===== config.mk =====
export PLATFORM = sky130hd
export DESIGN_NAME = svdc_top
export DESIGN_NICKNAME = d
export VERILOG_FILES = /design/src/design/svdc_sync.v /design/src/design/svdc_top.v
export VERILOG_INCLUDE_DIRS = /design/src /design/src/design
export SDC_FILE = /design/constraint.sdc
export NUM_CORES = 1
export LEC_CHECK = 0
export BUFFER_PORTS_ARGS = -buffer_cell sky130_fd_sc_hd__buf_2
export CAP_MARGIN = 20
export CELL_PAD_IN_SITES_DETAIL_PLACEMENT = 2
export CELL_PAD_IN_SITES_GLOBAL_PLACEMENT = 2
export CORE_MARGIN = 1.5
export CORE_UTILIZATION = 26
export DETAILED_ROUTE_END_ITERATION = 10
export PLACE_DENSITY = 0.73
export SETUP_SLACK_MARGIN = 0.2
export SYNTH_ARGS = -nofsm -noshare
export SYNTH_HDL_FRONTEND = slang
export SYNTH_SLANG_ARGS = --single-unit

===== constraint.sdc =====
create_clock -name clk_i -period 1.95 [get_ports clk_i]
set_input_delay 0.39 -clock clk_i [delete_from_list [all_inputs] [get_ports clk_i]]
set_output_delay 0.39 -clock clk_i [all_outputs]
set_load 0.005 [all_outputs]

===== src/design/svdc_consts.vh =====
// Constants for the supply voltage detect control block.
// Assumes inclusion by bare name from design files.
`ifndef SVDC_CONSTS_VH
`define SVDC_CONSTS_VH

// ----------------------------------------------------------------------------
// Register offsets (byte addresses)
// ----------------------------------------------------------------------------
`define SVDC_OFF_CTRL      4'h0
`define SVDC_OFF_STATUS    4'h4
`define SVDC_OFF_MASK      4'h8
`define SVDC_OFF_GLOBAL    4'hc

// ----------------------------------------------------------------------------
// Control register fields
// ----------------------------------------------------------------------------
`define SVDC_BIT_DIR       7
`define SVDC_BIT_UNIMP     6
`define SVDC_BIT_STABLE    5
`define SVDC_BIT_PWR       4
`define SVDC_LVL_HI        3
`define SVDC_LVL_LO        0
`define SVDC_CTRL_RST      8'h05
`define SVDC_LVL_EXT       4'hf
`define SVDC_LVL_MAX       4'he
`define SVDC_LVL_MIN       4'h0

// ----------------------------------------------------------------------------
// Status and mask fields
// ----------------------------------------------------------------------------
`define SVDC_BIT_EVENT     0

// ----------------------------------------------------------------------------
// Timing
// ----------------------------------------------------------------------------
`define SVDC_CLK_MHZ       250
`define SVDC_SETTLE_NS     20000
`define SVDC_SETTLE_CYC    ((`SVDC_SETTLE_NS * `SVDC_CLK_MHZ + 999) / 1000)

`endif


===== src/design/svdc_sync.v =====
// Three-stage synchroniser with agreement filter.
// Assumes the input is asynchronous to clk_i.
`timescale 1ns/1ps

module svdc_sync
(
    input  wire clk_i,
    input  wire rst_i,
    input  wire async_i,
    output reg  level_o
);

    reg s1_q;
    reg s2_q;
    reg s3_q;

    // ------------------------------------------------------------------------
    // Stages
    // ------------------------------------------------------------------------
    always @(posedge clk_i)
    begin
        if (rst_i)
        begin
            s1_q    <= 1'b0;
            s2_q    <= 1'b0;
            s3_q    <= 1'b0;
            level_o <= 1'b0;
        end
        else
        begin
            s1_q <= async_i;
            s2_q <= s1_q;
            s3_q <= s2_q;
            if (s2_q == s3_q)
            begin
                level_o <= s3_q;
            end
        end
    end

endmodule


===== src/design/svdc_top.v =====
// Supply voltage detect control: register file, settle timer, event logic.
// Assumes analog comparator outputs arrive asynchronously; Wishbone classic.
//
// Overview of operation
// - Detector powered and active only while power enable bit 4 is one.
// - Reference stable flag bit 5 is read only, set after settle.
// - Detector events are suppressed until the stable flag is set.
// - Direction zero detects falling to trip; one detects rising to it.
// - Four bit trip level selects fifteen settings, 0000 min, 1110 max.
// - Level 1111 routes comparator input from the external trip pin.
// - Trip crossing sets the event flag; stays set until software clears.
// - Interrupt needs flag, detector enable and global enable, after stable.
// - Settle interval is timed; crossings before expiry set no flag.
// - Detector keeps running in sleep; a crossing raises wake request if the event mask bit is set.
// - Reset gives control 0x05; bit 6 unimplemented, reads zero.
`timescale 1ns/1ps
`include "svdc_consts.vh"

module svdc_top
#(
    parameter SETTLE_CYC = `SVDC_SETTLE_CYC
)
(
    input  wire        clk_i,
    input  wire        rst_i,
    input  wire        wb_cyc_i,
    input  wire        wb_stb_i,
    input  wire        wb_we_i,
    input  wire [3:0]  wb_adr_i,
    input  wire [3:0]  wb_sel_i,
    input  wire [31:0] wb_dat_i,
    output reg  [31:0] wb_dat_o,
    output reg         wb_ack_o,
    input  wire        below_trip_i,
    input  wire        above_trip_i,
    input  wire        sleep_i,
    output reg         detector_power_o,
    output reg  [3:0]  trip_level_o,
    output reg         external_trip_input_sel_o,
    output wire        irq_o,
    output wire        wake_o
);

    // ------------------------------------------------------------------------
    // Constants
    // ------------------------------------------------------------------------
    localparam [7:0]  CTRL_RST    = `SVDC_CTRL_RST;
    localparam [31:0] SETTLE_LAST = SETTLE_CYC - 1;

    // ------------------------------------------------------------------------
    // State
    // ------------------------------------------------------------------------
    reg        trip_direction_select_q;
    reg        detector_power_enable_q;
    reg [3:0]  trip_level_select_q;
    reg        reference_stable_flag_q;
    reg        voltage_event_flag_q;
    reg        voltage_event_irq_enable_q;
    reg        global_irq_enable_q;
    reg [31:0] settle_cnt_q;
    reg        tripped_q;

    wire       below_s;
    wire       above_s;
    wire       access;
    wire       wr;
    wire       hit_lane0;
    wire       crossing;
    wire       event_set;
    wire       event_clr;
    wire [7:0] ctrl_rd;
    wire [1:0] trip_raw;
    wire [1:0] trip_s;
    wire       sel_ctrl;
    wire       sel_status;
    wire       sel_mask;
    wire       sel_global;

    genvar     gi;

    // ------------------------------------------------------------------------
    // Comparator input synchronisers
    // ------------------------------------------------------------------------
    // One synchroniser per comparator output
    assign trip_raw = {above_trip_i, below_trip_i};

    generate
        for (gi = 0; gi < 2; gi = gi + 1)
        begin : g_sync
            svdc_sync u_sync
            (
                .clk_i   (clk_i),
                .rst_i   (rst_i),
                .async_i (trip_raw[gi]),
                .level_o (trip_s[gi])
            );
        end
    endgenerate

    assign below_s = trip_s[0];
    assign above_s = trip_s[1];

    // ------------------------------------------------------------------------
    // Bus decode
    // ------------------------------------------------------------------------
    assign access    = wb_cyc_i && wb_stb_i && !wb_ack_o;
    assign wr        = access && wb_we_i;
    assign hit_lane0 = wb_sel_i[0];

    function is_off;
        input [3:0] adr;
        input [3:0] off;
        begin
            is_off = (adr == off);
        end
    endfunction

    // Register selects
    assign sel_ctrl   = is_off(wb_adr_i, `SVDC_OFF_CTRL);
    assign sel_status = is_off(wb_adr_i, `SVDC_OFF_STATUS);
    assign sel_mask   = is_off(wb_adr_i, `SVDC_OFF_MASK);
    assign sel_global = is_off(wb_adr_i, `SVDC_OFF_GLOBAL);

    // Bit 6 reads zero
    assign ctrl_rd = {trip_direction_select_q, 1'b0,
                      reference_stable_flag_q, detector_power_enable_q,
                      trip_level_select_q};

    // ------------------------------------------------------------------------
    // Control register
    // ------------------------------------------------------------------------
    always @(posedge clk_i)
    begin
        if (rst_i)
        begin
            trip_direction_select_q <= CTRL_RST[`SVDC_BIT_DIR];
            detector_power_enable_q <= CTRL_RST[`SVDC_BIT_PWR];
            trip_level_select_q     <=
                CTRL_RST[`SVDC_LVL_HI:`SVDC_LVL_LO];
        end
        else if (wr && hit_lane0 && sel_ctrl)
        begin
            // Stable bit is not writable
            trip_direction_select_q <= wb_dat_i[`SVDC_BIT_DIR];
            detector_power_enable_q <= wb_dat_i[`SVDC_BIT_PWR];
            trip_level_select_q     <=
                wb_dat_i[`SVDC_LVL_HI:`SVDC_LVL_LO];
        end
    end

    // ------------------------------------------------------------------------
    // Mask and global enable
    // ------------------------------------------------------------------------
    always @(posedge clk_i)
    begin
        if (rst_i)
        begin
            voltage_event_irq_enable_q <= 1'b0;
            global_irq_enable_q        <= 1'b0;
        end
        else if (wr && hit_lane0)
        begin
            if (sel_mask)
            begin
                voltage_event_irq_enable_q <= wb_dat_i[`SVDC_BIT_EVENT];
            end
            if (sel_global)
            begin
                global_irq_enable_q <= wb_dat_i[0];
            end
        end
    end

    // ------------------------------------------------------------------------
    // Settle timer
    // ------------------------------------------------------------------------
    always @(posedge clk_i)
    begin
        if (rst_i)
        begin
            settle_cnt_q            <= 32'h0;
            reference_stable_flag_q <= 1'b0;
        end
        else if (!detector_power_enable_q)
        begin
            settle_cnt_q            <= 32'h0;
            reference_stable_flag_q <= 1'b0;
        end
        else if (!reference_stable_flag_q)
        begin
            if (settle_cnt_q >= SETTLE_LAST)
            begin
                reference_stable_flag_q <= 1'b1;
            end
            else
            begin
                settle_cnt_q <= settle_cnt_q + 32'h1;
            end
        end
    end

    // ------------------------------------------------------------------------
    // Detector outputs
    // ------------------------------------------------------------------------
    always @(posedge clk_i)
    begin
        if (rst_i)
        begin
            detector_power_o          <= 1'b0;
            trip_level_o              <= `SVDC_LVL_MIN;
            external_trip_input_sel_o <= 1'b0;
        end
        else
        begin
            detector_power_o          <= detector_power_enable_q;
            trip_level_o              <= trip_level_select_q;
            external_trip_input_sel_o <=
                (trip_level_select_q == `SVDC_LVL_EXT);
        end
    end

    // ------------------------------------------------------------------------
    // Event detection
    // ------------------------------------------------------------------------
    // Level to or past trip in the chosen direction
    assign crossing = trip_direction_select_q ? above_s : below_s;

    // Previous level for edge detection
    always @(posedge clk_i)
    begin
        if (rst_i)
        begin
            tripped_q <= 1'b0;
        end
        else
        begin
            tripped_q <= crossing;
        end
    end

    // Sleep does not gate detection
    assign event_set = detector_power_enable_q && reference_stable_flag_q
                       && crossing && !tripped_q;
    assign event_clr = wr && hit_lane0 && sel_status
                       && wb_dat_i[`SVDC_BIT_EVENT];

    // Set wins over a clear in the same cycle
    always @(posedge clk_i)
    begin
        if (rst_i)
        begin
            voltage_event_flag_q <= 1'b0;
        end
        else if (event_set)
        begin
            voltage_event_flag_q <= 1'b1;
        end
        else if (event_clr)
        begin
            voltage_event_flag_q <= 1'b0;
        end
    end

    // ------------------------------------------------------------------------
    // Interrupt and wake
    // ------------------------------------------------------------------------
    // No interrupt request before the reference has settled
    assign irq_o  = voltage_event_flag_q && voltage_event_irq_enable_q
                    && global_irq_enable_q
                    && reference_stable_flag_q;
    // Wake ignores the global enable
    assign wake_o = sleep_i && voltage_event_flag_q
                    && voltage_event_irq_enable_q;

    // ------------------------------------------------------------------------
    // Bus answer
    // ------------------------------------------------------------------------
    always @(posedge clk_i)
    begin
        if (rst_i)
        begin
            wb_ack_o <= 1'b0;
            wb_dat_o <= 32'h0;
        end
        else
        begin
            wb_ack_o <= access;
            if (access && !wb_we_i)
            begin
                case (wb_adr_i)
                    `SVDC_OFF_CTRL:   wb_dat_o <= {24'h0, ctrl_rd};
                    `SVDC_OFF_STATUS: wb_dat_o <= {31'h0, voltage_event_flag_q};
                    `SVDC_OFF_MASK:
                        wb_dat_o <= {31'h0, voltage_event_irq_enable_q};
                    `SVDC_OFF_GLOBAL: wb_dat_o <= {31'h0, global_irq_enable_q};
                    default:          wb_dat_o <= 32'h0;
                endcase
            end
        end
    end

endmodule


# Word level (Yosys, flattened, before mapping)
# Index checks and enable logic that the tools add are counted.
op_classes:
  n_reduce_logical: 25
  eq_ne: 6
  n_lt_le_gt_ge: 1
  add_sub_neg: 1
  bitwise_logic: 3
  mux: 6
ops:
  columns: ["operator", "n"]
  rows:
  - ["$add 32x1->32 const B", 1]
  - ["$ge 32x13->1 const B", 1]
  - ["$pmux 8 s4", 1]
  - ["$logic_and 1x1->1", 16]
  - ["$eq 4x4->1 const B", 3]
  - ["$reduce_and 2->1", 3]
  - ["$mux 1", 5]
  - ["$eq 4x3->1 const B", 1]
  - ["$logic_not 4->1", 1]
  - ["$logic_not 1->1", 3]
  - ["$not 1->1", 3]
  - ["$eq 1x1->1", 2]
  - ["$reduce_bool 2->1", 1]
  - ["$reduce_or 2->1", 1]
word_totals:
  out_inout_bits: 41
  elab_cells: 64
  input_bits: 48
  ff_bits: 90

# Depth between registers and ports, before layout
# Gate-level depths: netlist (run 1).
depth:
  ltp_word: 8
  ltp_mapped: 8

# Cells and area by module
# From an unflattened synthesis (run 1), not the netlist that was laid out.
hier_totals:
  cells_unflattened: 256
  hier_area_um2: 2496.1
by_module_without_submodules:
  columns: ["module", "instances", "area_per_inst_um2", "seq_area_each_um2", "cells_per_inst"]
  rows:
  - ["svdc_top", 1, 2270.9, 1141.1, 236]
  - ["svdc_sync", 2, 112.6, 80.1, 10]

# Least setup slack after synthesis (run 1)
# OpenSTA, ideal clock, no wires.
synth_timing:
  path_kind: "register to register"
  start: "register settle_cnt_q[0]"
  end: "register settle_cnt_q[10]"
  setup_slack_ns: -0.076
  path_stages_with_launch: 8
  arrival_time_ns: 1.956
  setup_time_ns: 0.070
  required_ns: 1.880
  cell_sequence: "dfxtp_1 ha_1 nand2_1 a21oi_1 or4_1 buf_2 or4_1 a21oi_1"
synth_between:
  elab_chain_len: 3
  elab_cells_between_ends: 4
  cone_classes: "1 x add/sub; 1 x order compare; 1 x bitwise; 1 x reduce/logical"
synth_rtl:
  columns: ["item", "line", "rtl"]
  rows:
  - ["start: declaration", "svdc_top.v:60", "reg [31:0] settle_cnt_q;"]
  - ["start signal: assignment", "svdc_top.v:197", "settle_cnt_q <= settle_cnt_q + 32'h1;"]
  - ["$ge 32x13->1", "svdc_top.v:191", "if (settle_cnt_q >= SETTLE_LAST)"]
  - ["$not 1->1 (no source line)", null, null]
  - ["$reduce_and 2->1 (no source line)", null, null]
# Parallel ways exist; a longest one is shown, timed or not.
# A chain may end at the register's enable or synchronous reset.

# Worst setup path after layout (run 1)
layout_timing:
  start: "register reference_stable_flag_q"
  end: "register settle_cnt_q[10]"
layout_between:
  elab_chain_len: 2
layout_rtl:
  columns: ["item", "line", "rtl"]
  rows:
  - ["start: declaration", "svdc_top.v:56", "reg reference_stable_flag_q;"]
  - ["start signal: assignment", "svdc_top.v:182", "reference_stable_flag_q <= 1'b0;"]
  - ["start signal: assignment", "svdc_top.v:187", "reference_stable_flag_q <= 1'b0;"]
  - ["start signal: assignment", "svdc_top.v:193", "reference_stable_flag_q <= 1'b1;"]
  - ["$not 1->1 (no source line)", null, null]
  - ["$reduce_and 2->1 (no source line)", null, null]
# Every way passes these cells.

==> metrics.txt, run 1 <==
DP HPWL 4240 µm; fin nets 370; H-Tree Level Count 3; Die Footprint 0.0102 mm²; Critical Path Most Common Cell or4_4; GRT overflow 0; Slew @ Worst Pin 0.544 ns; maximum clock rate 0.464 GHz; worst path required time 2.22 ns; CP endpoint kind flop; PortBufs 34; Synth area leader dfxtp_1; # diodes 0; post-layout min period 2.15 ns; final worst-path cycle share 1.11; Setup CP Type reg2reg; Yosys cell types 40; share of cells above drive strength 1 0.340; via count 2,051; Cell Pwr Density 792 mW/mm²; met2 routed WL 3580 µm; # DRC 0; clk_skew 0.0121 ns; Site Rows 35; Initial Util 0.270; clk slew on worst S/H paths 0.08 ns; Synth top area share 0.519; Area contributors post-synth dfxtp_1, buf_4, and2_1, nor2_1, nor2b_1; CTS Sinks 65; Hold Crit Depth 2; final setup vio count 10; max incr delay on CP 0.55 ns; Lkg Pwr 1.36 nW; Slew Viols, Final 0; synthesized area per cell 9.60 µm²; WL final 6910 µm; R2R cell count 6; critical path depth in cells 6; reg2reg setup slack -0.20 ns; maximum VDD drop 0.398 mV; multi-input logic area 0.00122 mm²; hold buffers post-CTS 0; Reg area 0.00131 mm²; met1 WL 2880 µm; clock root cell clkbuf_8; Initial DRC Count 72; antenna violations before repair 0; failing checks negative setup slack; WL met3 310 µm; final core utilization 0.358; worst rel slew slack 0.637; vias in the first global route 2,109; status finished, violations left; RePlAce Congestion 0.770; DR vias/cell 4.51; fillers 1,056; post-DR wirelength/cell 15.2 µm; Area growth syn-to-layout 32.8%; Setup WS post-layout -0.205 ns; Critical Path AT 2.43 ns; GRT Total Usage 0.140; register area share after synthesis 0.519; Crit path buffers/inverters 1; Die X-Extent 101 µm; critical path's slowest cell or4_4; crit path max fanout 6; Worst setup SP type flop; DR top layer met4; critical-path cell list nor4_4 -> nand3_2 -> or4_4 -> buf_8 -> or4_4 -> a21oi_2; first-pass GRT wire length 10,900 µm; maxcap violations 0; pin count of the biggest net entering global routing 31; synthesized area 0.00250 mm²; 1st-pass router iterations 4; Longest Clk Path Bufs 2; I/O pin cnt 89; antenna viol nets, final 0; worst hold path class in2reg; later-pin clock latency in the skew report 0.35 ns; Synthesis Warnings 0; RSZ-0062 raised after global routing true; Core ar. 0.00928 mm²; Mapped Cells 261; CTS tree yes; power after layout 2.63 mW; Top Family by Delay on Critical Path simple AND/OR/NAND/NOR gates; setup TNS -1.23 ns; count of state elements after synthesis 65; Fin. Hold Viols 0; total clock buffers created by CTS 9; Die H 101 µm
-- layout by cell type (no fill, tap or decap), drive strengths merged, types with 3 or more instances in the layout --
cell type / netlist / layout
nand3: 10 / 10
a22oi: 6 / 6
clkbuf: 7 / 12
or4: 4 / 4
buf: 27 / 58
o21ai: 8 / 8
nand2: 12 / 12
and2: 20 / 20
nor2: 23 / 23
or3: 4 / 4
nor2b: 12 / 12
mux2i: 7 / 7
nand4: 3 / 3
nor4: 7 / 7
inv: 4 / 6
conb: 1 / 25
dfxtp: 65 / 65
a21oi: 14 / 14
-- report_power, final --
| part | internal [mW] | total, mW | switching (mW) |
|---|---|---|---|
| clock | 0.670 | 1.22 | 0.554 |
| sequential | 1.34 | 1.34 | 0.00337 |
| combinational | 0.0280 | 0.0715 | 0.0435 |
| total | 2.03 | 2.63 | 0.601 |
-- worst reg2reg max path, stage by stage, from the launching register on --
cell and delay (ns):
dfxtp_2 0.34, nor4_4 0.31, nand3_2 0.15, or4_4 0.55, buf_8 0.16, or4_4 0.43, a21oi_2 0.15
-- flip-flops by register name, indices dropped and copies added (netlist names) --
signal	flops
trip_level_select_q	4
settle_cnt_q	32
g_sync.u_sync.level_o	2
global_irq_enable_q	1
g_sync.u_sync.s2_q	2
detector_power_enable_q	1
trip_level_o	4
reference_stable_flag_q	1
wb_dat_o	7
voltage_event_flag_q	1
g_sync.u_sync.s3_q	2
tripped_q	1
wb_ack_o	1
trip_direction_select_q	1
detector_power_o	1
external_trip_input_sel_o	1
g_sync.u_sync.s1_q	2
voltage_event_irq_enable_q	1
-- synth_stat cells, drive strengths merged --
library cell and instances:
nand2 12, and2 20, o21a 1, mux4 1
o211ai 1, nor4b 1, and4 2, nor4 7
a211o 2, o32ai 1, or3 4, a21oi 14
buf 27, nand2b 1, and3 2, xnor2 1
or4 4, nand3 10, o31ai 2, ha 1
nor3 2, nand3b 2, or2 1, a22oi 6
clkbuf 7, conb 1, o21ai 8, a21o 1
dfxtp 65, nor2b 12, nor2 23, nand4 3
a41oi 1, nand4b 2, mux2i 7, inv 4
nor3b 2
-- final cells by class --
cell class | instances | area share
clock buffers | 11 | 0.0455
clock inverters | 5 | 0.0184
inverters | 4 | 0.00451
multi-input cells | 182 | 0.368
flip-flops and latches | 65 | 0.394
well taps | 129 | 0.0485
repair buffers | 59 | 0.121
-- path summary, 6_finish.rpt --
check / from / endpoint
max: reference_stable_flag_q / settle_cnt_q[10]
min: wb_dat_i[2] / trip_level_select_q[2]
max reg2reg: reference_stable_flag_q / settle_cnt_q[10]
min reg2reg: g_sync[1].u_sync.s1_q / g_sync[1].u_sync.s2_q
-- through the flow --
step / instances / hold slack (ns) / cell area, µm² / worst slack [ns]
floorplan: 285 / 0.414 / 2620 / 0.112
CTS: 452 / 0.234 / 3190 / -0.112
global placement: 431 / 0.418 / 2850 / -0.105
detailed placement: 431 / 0.439 / 2850 / -0.218
finish: 455 / 0.244 / 3330 / -0.205
global route: 455 / 0.243 / 3330 / -0.250
-- metal layers --
layer  vias to the layer above  track usage
met2                        60        0.258
met5                         -            0
li1                        976            -
met4                         0       0.0545
met3                        10       0.0352
met1                      1005        0.155
-- cells by family (layout without fill, tap and decap cells) --
family          after synthesis  in the layout  synth area share
compound gates               37             37            0.0909
xor+xnor                      1              1           0.00350
fa+ha+maj                     1              1           0.00499
buf+inv                      38             79            0.0949
flops                        65             65             0.519
mux                           8              8            0.0370
other cells                   1             25           0.00150
simple gates                110            110             0.248
-- what timing repair did --
action                                  in CTS  in global routing
pin swaps                                    6                 13
resized for setup                           19                 21
setup buffers                                5                  2
cloned                                       0                  1
endpoints found under the setup margin      10                 15
Note: power is estimated with default switching activity, not from simulation.
==> run 2, diff against run 1 <==
Settings changed: REMOVE_ABC_BUFFERS from default to 1.
==> run 2 against run 1 <==
Critical path depth down 1. Power decreased by 2.5%. Combinational power about the same. Cell count up 0.44%. The flow still finishes with violations (negative setup slack). Sequential power about the same. Flip-flop and latch count is the same. Highest routed layer unchanged. Non-clock buffer count increased by 2. Cell area is 3.5% lower.
==> metrics.txt, run 2 (synthesis results as in run 1) <==
status finished, violations left; failing checks negative setup slack; Cell Pwr Density 800 mW/mm²; post-DR wirelength/cell 13.4 µm; final setup vio count 6; clock root cell clkbuf_8; Power Internal 1.96 mW; R2R cell count 5; R2R Path End settle_cnt_q[6]; Critical Path AT 2.29 ns; Post-DP Area 0.00287 mm²; Worst setup SP type flop; Area growth syn-to-layout 28.1%; Longest Clk Path Bufs 2; # DRC 0; crit path max fanout 7; Fin. Hold Viols 0; Lkg Pwr 1.33 nW; Initial DRC Count 28; RSZ-0062 raised after global routing true; fin nets 372; Flop pwr share 0.521; crit path from settle_cnt_q[24]; share of cells above drive strength 1 0.293; maximum clock rate 0.494 GHz; I/O pin cnt 89; clock share of power 0.451; CTS tree yes; WL final 6110 µm; total clock buffers created by CTS 9; Die H 101 µm; CTS Sinks 65; final worst-path cycle share 1.04; worst path required time 2.22 ns; DP HPWL 4310 µm; clk slew on worst S/H paths 0.08 ns; worst hold path class in2reg; largest reg by FF count settle_cnt_q; antenna violations before repair 0; hold buffers post-CTS 0; commonest non-fill, non-tap cell in the layout dfxtp_1; hold slack 0.253 ns; Core ar. 0.00928 mm²; antenna viol nets, final 0; combinational power share 0.028; Die Footprint 0.0102 mm²; later-pin clock latency in the skew report 0.34 ns; pin count of the biggest net entering global routing 31; # diodes 0; RePlAce Congestion 0.722; end of the critical path settle_cnt_q[6]; post-layout instance area 0.00321 mm²; DR vias/cell 4.40; Post-Place Setup Slack -0.276 ns; Site Rows 35; Initial Util 0.270; CP endpoint kind flop; H-Tree Level Count 3; Setup CP Type reg2reg; Reg2Reg Launch Point settle_cnt_q[24]; placed insts 436; sw power 0.603 mW; reg2reg setup slack -0.07 ns; first-pass GRT wire length 9950 µm; power after layout 2.57 mW; GRT Total Usage 0.124; post-layout min period 2.02 ns; Die X-Extent 101 µm; PortBufs 34; Setup WS post-layout -0.0725 ns; setup TNS -0.285 ns; clk_skew 0.00998 ns; fillers 1,089; Slew Viols, Final 0; Switching Share 0.235; Largest register FFs 32; Layout Cells excl Fill 457; maximum VDD drop 0.282 mV; via count 2,010; GRT overflow 0; top flop regs settle_cnt_q x32, wb_dat_o x7; vias in the first global route 2,081; final core utilization 0.346; most frequent cells in the layout dfxtp_1, buf_2, conb_1; maxcap violations 0; 1st-pass router iterations 4
==> run 2: routing by layer <==
metal / vias to the layer above / wire length (µm) / share of wire / GRT usage
li1: 975 / - / - / -
met1: 979 / 2670 / 0.44 / 0.141
met2: 49 / 3040 / 0.50 / 0.224
met3: 7 / 330 / 0.054 / 0.0393
met4: 0 / 69 / 0.011 / 0.0353
met5: - / 0 / 0 / 0
==> run 2: area by class of cell <==
class | count | area, µm² | area share
Inverter | 4 | 15.0 | 0.00468
Sequential cell | 65 | 1300 | 0.406
Tap cell | 129 | 161 | 0.0503
Clock buffer | 9 | 124 | 0.0386
Timing Repair Buffer | 61 | 388 | 0.121
Clock inverter | 7 | 75.1 | 0.0234
Multi-Input combinational cell | 182 | 1140 | 0.356
==> run 2: critical path, stage by stage, from the launching register on <==
cell     delay (ns)
dfxtp_2        0.34
nor4_4         0.29
nand3_1        0.14
or4_4          0.56
or4_1          0.49
a21oi_1        0.15
==> run 2: repair_timing <==
action,CTS,global route
pin swaps,15,3
gates resized for setup,19,7
buffers inserted,5,0
setup endpoints to repair,12,18
==> run 2: power groups by stage <==
stage	combinational [mW]	clock, mW	sequential, mW
after floorplan	0.0275	0	1.37
after global placement	0.0684	0	1.37
after detailed placement	0.0702	0	1.37
after CTS	0.0706	1.20	1.34
after global routing	0.0820	1.25	1.34
final	0.0713	1.16	1.34
==> run 2: worst min path at each step <==
stage	to	slack, ns	from	cells after the start
global placement	g_sync[1].u_sync.s2_q	0.42	g_sync[1].u_sync.s1_q	1
detailed placement	g_sync[0].u_sync.s2_q	0.44	g_sync[0].u_sync.s1_q	1
finish	trip_level_select_q[2]	0.25	wb_dat_i[2]	2
floorplan	g_sync[0].u_sync.s2_q	0.41	g_sync[0].u_sync.s1_q	1
global route	trip_level_select_q[2]	0.26	wb_dat_i[2]	2
CTS	trip_level_select_q[2]	0.24	wb_dat_i[2]	2
==> run 3, diff against run 2 <==
Settings changed: CORE_ASPECT_RATIO from default to 1.75, SKIP_CTS_REPAIR_TIMING from default to 1.
==> run 3 against run 2 <==
The flow still finishes with violations (negative setup slack). Power increased by 16%. Cell count decreased by 0.44%. Sequential share of layout area decreased by 1.8 points. Register-to-register slack got worse by 0.20 ns. Cell area increased by 4.6%. Flip-flop and latch count unchanged. Wire length increased by 7.2%. Combinational power increased by 0.7%. Global-route usage increased by 0.97 points. Die area increased by 0.22%. Clock power increased by 35%. Via count increased by 1.4%. Critical path type unchanged.
==> metrics.txt, run 3 (synthesis results as in run 1) <==
R2R Path End settle_cnt_q[5]; pin count of the biggest net entering global routing 31; top flop regs settle_cnt_q x32, wb_dat_o x7; 1st-pass router iterations 3; Die Footprint 0.0103 mm²; GRT overflow 0; power after layout 2.99 mW; CTS Sinks 65; Initial DRC Count 89; DP HPWL 4690 µm; hold path start above_trip_i; Post-Place Setup Slack -0.314 ns; Longest Clk Path Bufs 2; crit path max fanout 6; # diodes 0; Die H 133 µm; Slew Viols, Final 0; commonest non-fill, non-tap cell in the layout dfxtp_1; # DRC 0; Largest register FFs 32; via count 2,038; WL final 6550 µm; final core utilization 0.357; GRT Total Usage 0.134; hold slack 0.269 ns; Core ar. 0.00941 mm²; final setup vio count 9; most frequent cells in the layout dfxtp_1, buf_2, buf_4; antenna violations before repair 0; maximum clock rate 0.451 GHz; Site Rows 47; vias in the first global route 2,281; CTS tree yes; Setup CP Type reg2reg; maxcap violations 0; setup TNS -1.75 ns; status finished, violations left; I/O pin cnt 89; Reg2Reg Launch Point settle_cnt_q[26]; Critical Path AT 2.50 ns; placed insts 436; DR vias/cell 4.48; Fin. Hold Viols 0; worst hold path class in2reg; fillers 1,069; Worst setup SP type flop; share of cells above drive strength 1 0.306; RePlAce Congestion 0.756; post-layout min period 2.22 ns; fin nets 377; failing checks negative setup slack; R2R cell count 8; Lkg Pwr 1.39 nW; maximum VDD drop 0.446 mV; later-pin clock latency in the skew report 0.33 ns; Cell Pwr Density 890 mW/mm²; post-DR wirelength/cell 14.4 µm; total clock buffers created by CTS 9; CP endpoint kind flop; hold worst-path end g_sync[1].u_sync.s1_q; Die X-Extent 77.2 µm; clock root cell clkbuf_16; Post-DP Area 0.00291 mm²; Initial Util 0.266; reg2reg setup slack -0.27 ns; final worst-path cycle share 1.14; H-Tree Level Count 3; Layout Cells excl Fill 455; Hold Crit Depth 2; antenna viol nets, final 0; Setup WS post-layout -0.269 ns; post-layout instance area 0.00336 mm²; worst path required time 2.23 ns; clk slew on worst S/H paths 0.05 ns; RSZ-0062 raised after global routing true; Area growth syn-to-layout 34.0%; clk_skew 0.00321 ns; largest reg by FF count settle_cnt_q; PortBufs 34; first-pass GRT wire length 10,500 µm
-- run 3: cell count changes in the layout (fill, tap and decap cells not counted), sizes merged --
cell    before  now
clkinv       3    2
clkbuf       9   13
buf         61   66
inv          7    4
-- run 3: layout make-up --
type	instances	area, µm²	area share
multi-input cells	182	1170	0.348
clock buffers	13	250	0.0745
clock inverters	3	40.0	0.0119
flip-flops and latches	65	1300	0.388
inverters	4	15.0	0.00447
repair buffers	66	429	0.128
well taps	122	153	0.0455
-- run 3: worst max path at each step --
stage | endpoint | slack, ns | startpoint
2_1_floorplan | settle_cnt_q[10] | -0.18 | settle_cnt_q[0]
3_3_place_gp | settle_cnt_q[10] | -0.28 | settle_cnt_q[3]
3_5_place_dp | settle_cnt_q[10] | -0.31 | settle_cnt_q[25]
4_1_cts | settle_cnt_q[10] | -0.36 | settle_cnt_q[3]
5_1_grt | settle_cnt_q[11] | -0.36 | settle_cnt_q[21]
6_report | settle_cnt_q[5] | -0.27 | settle_cnt_q[26]
-- run 3: layer usage --
layer / wire length, µm / global-route usage / vias up
li1: - / - / 984
met1: 2340 / 0.114 / 985
met2: 3740 / 0.266 / 55
met3: 278 / 0.0400 / 14
met4: 193 / 0.0707 / 0
met5: 0 / 0 / -
-- run 3: where the power goes --
group	leakage, nW	switching [mW]	internal, mW
logic	0.720	0.0437	0.0280
clock network	0.144	0.554	1.02
registers	0.526	0.00318	1.34
-- run 3: critical path: stages, from the launching register on --
cell     delay, ns
dfxtp_1       0.34
nor4_4        0.27
buf_4         0.16
nand3_2       0.08
or4_4         0.51
buf_8         0.15
buf_6         0.12
or4_4         0.47
nand2_2       0.06
